<file path="config.mk">
export PLATFORM = sky130hd
export DESIGN_NAME = otpif_regs
export DESIGN_NICKNAME = d
export VERILOG_FILES = /design/src/otpif_regs_end.sv /design/src/otpif_pkg.sv /design/src/otpif_regs.sv /design/src/otpif_seq.sv
export SDC_FILE = /design/constraint.sdc
export NUM_CORES = 1
export LEC_CHECK = 0
export BUFFER_PORTS_ARGS = -buffer_cell sky130_fd_sc_hd__buf_4
export CORE_ASPECT_RATIO = 1.25
export CORE_MARGIN = 8
export CORE_UTILIZATION = 55
export CTS_CLUSTER_DIAMETER = 40
export CTS_CLUSTER_SIZE = 40
export DETAILED_ROUTE_END_ITERATION = 8
export PLACE_DENSITY = 0.77
export SYNTH_ARGS = -nofsm -noshare
export SYNTH_HDL_FRONTEND = slang
export SYNTH_SLANG_ARGS = --single-unit
</file>
<file path="constraint.sdc">
create_clock -name i_clk -period 7.9 [get_ports i_clk]
set_input_delay 0.395 -clock i_clk [delete_from_list [all_inputs] [get_ports i_clk]]
set_output_delay 0.395 -clock i_clk [all_outputs]
set_load 0.05 [all_outputs]
</file>
<file path="src/otpif_regs_end.sv">
`default_nettype none
`default_nettype wire

</file>
<file path="src/otpif_pkg.sv">
`default_nettype none
package otpif_pkg;
	// Register bus geometry and memory geometry.
	localparam int OTPIF_BUS_AW = 5;
	localparam int OTPIF_DW = 32;
	localparam int OTPIF_LOC_W = 11;

	// Byte offsets of the sub-registers.
	localparam logic [4:0] OTPIF_OFS_PROGRAM_DATA_WORD = 5'h00;
	localparam logic [4:0] OTPIF_OFS_MEMORY_LOCATION_SELECT = 5'h04;
	localparam logic [4:0] OTPIF_OFS_MEMORY_OPERATION_CONTROL = 5'h06;
	localparam logic [4:0] OTPIF_OFS_MEMORY_OPERATION_STATE = 5'h08;
	localparam logic [4:0] OTPIF_OFS_FETCHED_DATA_WORD = 5'h0a;
	localparam logic [4:0] OTPIF_OFS_SPECIAL_FETCHED_WORD = 5'h0e;
	localparam logic [4:0] OTPIF_OFS_SPECIAL_FUNCTION_CONTROL = 5'h12;

	// Field positions in the control register.
	localparam int OTPIF_CTL_MANUAL_READ_ENABLE = 0;
	localparam int OTPIF_CTL_READ_TRIGGER = 1;
	localparam int OTPIF_CTL_PROGRAM_TRIGGER = 6;
	localparam int OTPIF_CTL_TUNING_VALUE_LOAD = 15;

	// Field positions in the status register.
	localparam int OTPIF_STA_PROGRAM_DONE = 0;
	localparam int OTPIF_STA_READ_DONE = 1;
	localparam int OTPIF_STA_BUSY = 2;

	// Reset values.
	localparam logic [31:0] OTPIF_RST_PROGRAM_DATA_WORD = 32'h0000_0000;
	localparam logic [15:0] OTPIF_RST_LOCATION = 16'h0000;
	localparam logic [15:0] OTPIF_RST_CONTROL = 16'h0000;
	localparam logic [31:0] OTPIF_RST_FETCHED = 32'h0000_0000;
	localparam logic [7:0] OTPIF_RST_SPECIAL_FUNCTION = 8'h00;

	// Request carried to the memory array.
	typedef struct packed {
		logic rd;
		logic pgm;
		logic [OTPIF_LOC_W-1:0] addr;
		logic [OTPIF_DW-1:0] wdata;
	} otpif_mem_req_type;

	// Sequencer states.
	typedef enum logic [1:0] {
		OTPIF_ST_IDLE = 2'b00,
		OTPIF_ST_READ = 2'b01,
		OTPIF_ST_PROG = 2'b10
	} otpif_state_type;
endpackage
`default_nettype wire

</file>
<file path="src/otpif_regs.sv">
// Added by the designer: the plain strobed port.
`default_nettype none
// Overview of operation
// - Registers give read and program memory access.
// - Sub-registers sit at their fixed byte offsets.
// - Low 11 address bits pick the location.
// - Upper five address bits are ignored.
// - Sixteen-bit control register clears on reset.
module otpif_regs
	import otpif_pkg::*;
(
	input wire logic i_clk, // System clock, 50 MHz.
	input wire logic i_rst_n, // Asynchronous reset, active low.
	input wire logic [OTPIF_BUS_AW-1:0] i_addr, // Register byte offset.
	input wire logic [31:0] i_wdata, // Register write data.
	input wire logic i_wr, // Write strobe.
	input wire logic i_rd, // Read strobe.
	output logic [31:0] o_rdata, // Read data, cycle after strobe.
	output otpif_mem_req_type o_mem_req, // Request to the array.
	input wire logic i_mem_done, // Array finished, same clock.
	input wire logic [OTPIF_DW-1:0] i_mem_rdata, // Word from the array.
	output logic o_tuning_load, // Tuning value load pulse.
	output logic [7:0] o_special_function // Special function setting.
);
	// Reset release chain.
	logic rst_meta_r;
	logic rst_sync_r;

	// Host-visible register storage.
	logic [31:0] program_data_word_r;
	logic [15:0] location_r;
	logic [15:0] control_r;
	logic [7:0] special_function_r;
	logic [31:0] special_fetched_r;

	// Sequencer handshake and status.
	logic prog_done_r;
	logic read_done_r;
	logic busy;
	logic read_done;
	logic prog_done;
	logic [OTPIF_DW-1:0] fetched_word;
	logic start_read;
	logic start_prog;
	logic [15:0] state_word;
	logic [31:0] rdata_nxt;

	// Reset release through two flip-flops.
	// The reset pin may rise at any point in the clock period.
	// Only the second flop feeds the rest of the block, so every register
	// leaves reset on the same edge and no half-released state is seen.
	always_ff @(posedge i_clk or negedge i_rst_n) begin
		if (!i_rst_n) begin
			rst_meta_r <= 1'b0;
			rst_sync_r <= 1'b0;
		end else begin
			rst_meta_r <= 1'b1;
			rst_sync_r <= rst_meta_r;
		end
	end

	// Data word to program; host fills it before the trigger.
	// The word is copied into the array request when the sequencer starts.
	// A write here while a program is in flight does not reach the array,
	// because the request is frozen for the whole operation.
	always_ff @(posedge i_clk or negedge rst_sync_r) begin
		if (!rst_sync_r) begin
			program_data_word_r <= OTPIF_RST_PROGRAM_DATA_WORD;
		end else if (i_wr && i_addr == OTPIF_OFS_PROGRAM_DATA_WORD) begin
			program_data_word_r <= i_wdata;
		end
	end

	// Location select; reserved upper bits are not stored.
	// Dropping the reserved bits at the write means they always read back
	// as zero and can never alias onto a different array location.
	// The stored index is sampled by the sequencer when an operation starts.
	always_ff @(posedge i_clk or negedge rst_sync_r) begin
		if (!rst_sync_r) begin
			location_r <= OTPIF_RST_LOCATION;
		end else if (i_wr && i_addr == OTPIF_OFS_MEMORY_LOCATION_SELECT) begin
			location_r <= {5'h00, i_wdata[OTPIF_LOC_W-1:0]};
		end
	end

	// Control register: triggers and load request clear themselves.
	// The trigger bits live for exactly one cycle after the write.
	// A trigger that lands while the sequencer is busy is therefore lost,
	// which keeps a second operation from starting on top of the first.
	// The manual read enable and the other stored bits keep their value
	// until the host writes the register again.
	always_ff @(posedge i_clk or negedge rst_sync_r) begin
		if (!rst_sync_r) begin
			control_r <= OTPIF_RST_CONTROL;
		end else if (i_wr && i_addr == OTPIF_OFS_MEMORY_OPERATION_CONTROL) begin
			control_r <= i_wdata[15:0];
		end else begin
			control_r[OTPIF_CTL_READ_TRIGGER] <= 1'b0;
			control_r[OTPIF_CTL_PROGRAM_TRIGGER] <= 1'b0;
			control_r[OTPIF_CTL_TUNING_VALUE_LOAD] <= 1'b0;
		end
	end

	// Special function register.
	// Only the low byte is stored; the rest of the bus word is ignored.
	// Its value is handed straight to the array side as a level.
	always_ff @(posedge i_clk or negedge rst_sync_r) begin
		if (!rst_sync_r) begin
			special_function_r <= OTPIF_RST_SPECIAL_FUNCTION;
		end else if (i_wr && i_addr == OTPIF_OFS_SPECIAL_FUNCTION_CONTROL) begin
			special_function_r <= i_wdata[7:0];
		end
	end

	// A trigger is taken only while the sequencer is idle.
	// Gating here, rather than in the sequencer alone, also keeps the
	// sticky done flags from being cleared by a trigger that is dropped.
	// When both triggers are set together the sequencer lets program win.
	assign start_read = control_r[OTPIF_CTL_READ_TRIGGER] && !busy;
	assign start_prog = control_r[OTPIF_CTL_PROGRAM_TRIGGER] && !busy;

	// Sequencer that holds one request to the array until it answers.
	// It runs from the synchronised reset like every register here except the two reset-chain flops.
	// Its completion pulses drive the status flags and the special word.
	otpif_seq u_seq (
		.i_clk(i_clk),
		.i_rst_n(rst_sync_r),
		.i_start_read(start_read),
		.i_start_prog(start_prog),
		.i_loc(location_r[OTPIF_LOC_W-1:0]),
		.i_wdata(program_data_word_r),
		.i_mem_done(i_mem_done),
		.i_mem_rdata(i_mem_rdata),
		.o_req(o_mem_req),
		.o_busy(busy),
		.o_read_done(read_done),
		.o_prog_done(prog_done),
		.o_rdata(fetched_word)
	);

	// Manual reads also land in the special word.
	// The copy is taken one cycle after the read finishes, when the
	// sequencer's read word already holds the new value.
	// Reads without the manual enable leave the special word untouched.
	always_ff @(posedge i_clk or negedge rst_sync_r) begin
		if (!rst_sync_r) begin
			special_fetched_r <= OTPIF_RST_FETCHED;
		end else if (read_done && control_r[OTPIF_CTL_MANUAL_READ_ENABLE]) begin
			special_fetched_r <= fetched_word;
		end
	end

	// Sticky done flags; a new start clears, a finish wins over it.
	// Each flag stays set until a trigger of its own kind is taken while the sequencer is idle.
	// Giving the finish priority means a completion that coincides with a
	// new start is never lost to software polling the status word.
	// A program never disturbs the read flag, and a read never the program flag.
	// A read trigger written together with a program trigger still clears the read flag, though program wins.
	always_ff @(posedge i_clk or negedge rst_sync_r) begin
		if (!rst_sync_r) begin
			prog_done_r <= 1'b0;
			read_done_r <= 1'b0;
		end else begin
			if (prog_done) begin
				prog_done_r <= 1'b1;
			end else if (start_prog) begin
				prog_done_r <= 1'b0;
			end
			if (read_done) begin
				read_done_r <= 1'b1;
			end else if (start_read) begin
				read_done_r <= 1'b0;
			end
		end
	end

	// Status word.
	// It is rebuilt every cycle from the flags and the sequencer state.
	// Unused bits always read as zero.
	always_comb begin
		state_word = 16'h0000;
		state_word[OTPIF_STA_PROGRAM_DONE] = prog_done_r;
		state_word[OTPIF_STA_READ_DONE] = read_done_r;
		state_word[OTPIF_STA_BUSY] = busy;
	end

	// Read decode; unmapped offsets read as zero.
	// Narrow registers are padded with zeros in their upper bits.
	// The decode has no side effects, so a read never disturbs an operation.
	// Reading an offset that is not mapped is harmless.
	always_comb begin
		case (i_addr)
			OTPIF_OFS_PROGRAM_DATA_WORD: rdata_nxt = program_data_word_r;
			OTPIF_OFS_MEMORY_LOCATION_SELECT: rdata_nxt = {16'h0000, location_r};
			OTPIF_OFS_MEMORY_OPERATION_CONTROL: rdata_nxt = {16'h0000, control_r};
			OTPIF_OFS_MEMORY_OPERATION_STATE: rdata_nxt = {16'h0000, state_word};
			OTPIF_OFS_FETCHED_DATA_WORD: rdata_nxt = fetched_word;
			OTPIF_OFS_SPECIAL_FETCHED_WORD: rdata_nxt = special_fetched_r;
			OTPIF_OFS_SPECIAL_FUNCTION_CONTROL: rdata_nxt = {24'h000000, special_function_r};
			default: rdata_nxt = 32'h0000_0000;
		endcase
	end

	// Read data register, valid only in the cycle after the strobe.
	// Returning to zero between reads keeps stale words off the bus,
	// so a master that samples one cycle late sees zero, not old data.
	// Back-to-back strobes each get their own answer cycle.
	always_ff @(posedge i_clk or negedge rst_sync_r) begin
		if (!rst_sync_r) begin
			o_rdata <= 32'h0000_0000;
		end else if (i_rd) begin
			o_rdata <= rdata_nxt;
		end else begin
			o_rdata <= 32'h0000_0000;
		end
	end

	// Outputs straight from registers, so they never glitch.
	// The load request is a single-cycle pulse after the control write.
	assign o_tuning_load = control_r[OTPIF_CTL_TUNING_VALUE_LOAD];
	assign o_special_function = special_function_r;
endmodule
`default_nettype wire

</file>
<file path="src/otpif_seq.sv">
`default_nettype none
module otpif_seq
	import otpif_pkg::*;
(
	input wire logic i_clk, // System clock.
	input wire logic i_rst_n, // Synchronised reset, active low.
	input wire logic i_start_read, // Start a read, one cycle.
	input wire logic i_start_prog, // Start a program, one cycle.
	input wire logic [OTPIF_LOC_W-1:0] i_loc, // Location index.
	input wire logic [OTPIF_DW-1:0] i_wdata, // Word to program.
	input wire logic i_mem_done, // Array finished the operation.
	input wire logic [OTPIF_DW-1:0] i_mem_rdata, // Word from the array.
	output otpif_mem_req_type o_req, // Request to the array.
	output logic o_busy, // Operation in flight.
	output logic o_read_done, // Read finished, one cycle.
	output logic o_prog_done, // Program finished, one cycle.
	output logic [OTPIF_DW-1:0] o_rdata // Captured read word.
);
	otpif_state_type state_r;
	otpif_state_type state_nxt;
	otpif_mem_req_type req_r;

	// Next state: a started operation waits for the array to finish.
	always_comb begin
		state_nxt = state_r;
		case (state_r)
			OTPIF_ST_IDLE: begin
				if (i_start_prog) begin
					state_nxt = OTPIF_ST_PROG;
				end else if (i_start_read) begin
					state_nxt = OTPIF_ST_READ;
				end
			end
			OTPIF_ST_READ, OTPIF_ST_PROG: begin
				if (i_mem_done) begin
					state_nxt = OTPIF_ST_IDLE;
				end
			end
			default: state_nxt = OTPIF_ST_IDLE;
		endcase
	end

	// State register.
	always_ff @(posedge i_clk or negedge i_rst_n) begin
		if (!i_rst_n) begin
			state_r <= OTPIF_ST_IDLE;
		end else begin
			state_r <= state_nxt;
		end
	end

	// Request held steady to the array for the whole operation.
	always_ff @(posedge i_clk or negedge i_rst_n) begin
		if (!i_rst_n) begin
			req_r <= '0;
		end else if (state_r == OTPIF_ST_IDLE) begin
			req_r.rd <= i_start_read && !i_start_prog;
			req_r.pgm <= i_start_prog;
			req_r.addr <= i_loc;
			req_r.wdata <= i_wdata;
		end else if (i_mem_done) begin
			req_r.rd <= 1'b0;
			req_r.pgm <= 1'b0;
		end
	end

	// Completion pulses and the read word, held until the next read.
	always_ff @(posedge i_clk or negedge i_rst_n) begin
		if (!i_rst_n) begin
			o_read_done <= 1'b0;
			o_prog_done <= 1'b0;
			o_rdata <= OTPIF_RST_FETCHED;
		end else begin
			o_read_done <= (state_r == OTPIF_ST_READ) && i_mem_done;
			o_prog_done <= (state_r == OTPIF_ST_PROG) && i_mem_done;
			if ((state_r == OTPIF_ST_READ) && i_mem_done) begin
				o_rdata <= i_mem_rdata;
			end
		end
	end

	assign o_req = req_r;
	assign o_busy = (state_r != OTPIF_ST_IDLE);
endmodule
`default_nettype wire
</file>
==> results.toml <==
[worst_hold_path]
min_path_cells = 2
worst_hold_path.endpoint = "program_data_word_r[27]"
worstHoldStart = "i_wdata[27]"
hold_path_class = "in2reg"

[clocking]
insertion_delay_ns = 0.50
cts_repair_resize_count = 0
cts.sink_count = 216
clock_tree_from_tritoncts = "yes"
clk_pin_slew_worst_paths_ns = 0.07
cts_max_level = 1
post-cts-setup-buffers = 0
holdBufCountCts = 1
cts-root-to-sink-buffers = 3
cts_buffers = 23
clk_root_buffer_cell = "sky130_fd_sc_hd__clkbuf_16"

[timing]
layout_min_cycle_time_ns = 2.52
worst_pin_slew_ns = 1.27
timing.setup.tns_ns = 0
hold_violations = 0
slew_headroom_pct = 14.8
setup_violations = 0
max_freq_mhz = 397
timing.clock.skew_ns = 0.0128
layout_worst_path_cycle_share_pct = 31.9
timing_max_transition_violations_final = 0
grt_setup_unrepaired = "no"

[drt]
drc = 0
dr_total_vias = 5633
detail_route.vias_per_cell = 5.77
pre_antenna_drt_iters = 5
violation_count_after_the_first_detailed_route_iteration = 469
wl_per_cell_um = 21.7
drt_wl_total_um = 21200
final_antenna_net_count = 0

[finish]
mostFrequentLayoutCell = "sky130_fd_sc_hd__dfrtp_1"
total_of_fill_cells_in_the_finished_design = 1140
layout_common_cells = "215 x sky130_fd_sc_hd__dfrtp_1, 168 x sky130_fd_sc_hd__buf_4, 147 x sky130_fd_sc_hd__mux2_2"
stdcell_area_um2 = 10900
n_antenna_cell = 0
ff_latch_area_um2 = 5410
drive_gt1_share_pct = 51.4
final_instance_count_excl_fillers = 977
area_growth_pct = 24.2
multi_input_comb_area_um2 = 3160
finish.net_count = 825
finalCoreUtilization_pct = 69.7

[global_routing]
grt.total_usage_pct = 21.3
first_pass_grt_wire_length_um = 33900
sum_of_overflow_across_all_layers_after_global_routing = 0
largest_net_degree_at_the_start_of_global_routing = 66
first_global_vias = 6271
grt_antenna_before_repair = 0

[synth]
synth-main-ff-cell = "sky130_fd_sc_hd__dfrtp_1"
netlist_instances = 588
synth.net_count = 665
edff_count_synth = 0
synthesis.area_per_instance_um2 = 14.9
yosysUniqueCellTypes = 40
synth.yosys.warnings = 0
async_flop_share_pct = 100
ys_seq_elements = 216
ys_top_cells_by_area = "sky130_fd_sc_hd__dfrtp_1 62%, sky130_fd_sc_hd__mux2_2 19%, sky130_fd_sc_hd__mux2_4 5.2%"
proportion_of_netlist_area_held_by_the_largest_area_contributor_pct = 61.8
ys_seq_area_share_pct = 61.8
library_cell_with_the_largest_summed_area_after_synthesis = "sky130_fd_sc_hd__dfrtp_1"
synthesis.area_um2 = 8740

[floorplan]
initial_utilization_pct = 56.2
total_die_area_um2 = 20200
placement_rows = 51
coreArea_um2 = 15600
die-width_um = 129
floorplan.die.height_um = 157
floorplan.io_pins = 160

[place]
io_buffers = 159
place.detailed.instances = 934
place_area_um2 = 10100
gpl.final_weighted_congestion = 0.866
dp.final_hpwl_um = 14400

[worst_setup_path]
worst-r2r-setup-slack_ns = 5.76
regToRegStartpoint = "rst_sync_r"
worstSetupEndpointType = "flop"
worstSetupStartpointType = "primary input"
regToRegEndpoint = "o_rdata[7]"
timing.critical_path.arrival_ns = 2.90
critPathRequiredTime_ns = 8.28
timing.setup.critical_path_class = "in2reg"
ff2ff_path_depth = 2
critical_path_peak_fanout = 32

[outcome]
outcome = "finished, final reports clean"

[power_and_ir_drop]
cellPowerDensity_nw_per_um2 = 339
irDropWorstVdd_v = 0.000221
power.leakage_nw = 5.35

[run]
max_cap_viol_count = 0
[flip-flops by register name, indices dropped and copies added (netlist names), 2 cells and up]
register             count
u_seq.o_rdata           32
control_r               16
special_fetched_r       32
u_seq.o_req             45
program_data_word_r     32
o_rdata                 32
u_seq.state_r            2
o_special_function       8
location_r              11
[power breakdown]
group	leakage [nW]	switching (mW)	internal, mW	total, mW
logic	2.16	0.600	0.450	1.05
registers	2.83	0.203	1.40	1.60
clock network	0.367	0.471	0.563	1.03
[layout make-up]
class / count / share of cell area, %
Clock inverter: 16 / 1.38
Inverter: 4 / 0.138
Clock buffer: 26 / 5.41
Timing Repair Buffer: 169 / 11.7
Sequential cell: 216 / 49.8
Tap cell: 212 / 2.44
Multi-Input combinational cell: 334 / 29.1
[synth_stat cells (6+ instances only)]
library cell,n
sky130_fd_sc_hd__clkbuf_1,7
sky130_fd_sc_hd__a22oi_1,22
sky130_fd_sc_hd__nand2_1,14
sky130_fd_sc_hd__o21ai_0,6
sky130_fd_sc_hd__buf_2,11
sky130_fd_sc_hd__and3_1,6
sky130_fd_sc_hd__mux2_4,30
sky130_fd_sc_hd__dfrtp_1,216
sky130_fd_sc_hd__a222oi_1,17
sky130_fd_sc_hd__nor2_1,20
sky130_fd_sc_hd__a21oi_1,19
sky130_fd_sc_hd__mux2i_1,7
sky130_fd_sc_hd__buf_1,10
sky130_fd_sc_hd__mux2_2,147
[routing by layer]
layer | vias to the layer above | track usage (%) | share of wire (%)
met2 | 207 | 37.3 | 52
li1 | 2483 | - | -
met3 | 43 | 3.49 | 6.1
met1 | 2900 | 25.7 | 39
met4 | 0 | 8.52 | 3.2
met5 | - | 0 | 0
[logic make-up after synthesis]
family                     share of synthesized area (%)
other                                             0.0429
buffers and inverters                               2.18
and+or+nand+nor                                     4.16
muxes                                               24.9
AOI/OAI and AO/OA                                   6.48
adders and majority gates                          0.429
DFF                                                 61.8
[critical path, stage by stage]
cell and delay (ns):
sky130_fd_sc_hd__buf_4 0.16, sky130_fd_sc_hd__or3_1 0.48, sky130_fd_sc_hd__nor3_4 0.14, sky130_fd_sc_hd__buf_4 0.34, sky130_fd_sc_hd__nand2_2 0.79, sky130_fd_sc_hd__mux2_4 0.58
[worst max path at each step]
stage                    start                       to  slack [ns]
floorplan           rst_sync_r             control_r[0]        1.44
global placement     i_addr[1]   program_data_word_r[7]        4.98
detailed placement   i_addr[1]   program_data_word_r[4]        4.87
CTS                  i_addr[1]  program_data_word_r[29]        5.39
global route         i_addr[1]  program_data_word_r[28]        5.29
finish               i_addr[1]  program_data_word_r[10]        5.38
[per-stage QoR]
stage	power [mW]	worst slack [ns]	hold WS (ns)
2_1_floorplan	2.32	1.44	0.0994
3_3_place_gp	2.62	4.98	0.177
3_5_place_dp	2.68	4.87	0.177
4_1_cts	3.72	5.39	0.104
5_1_grt	3.85	5.29	0.106
6_report	3.68	5.38	0.124
(Power assumes the default switching activity.)
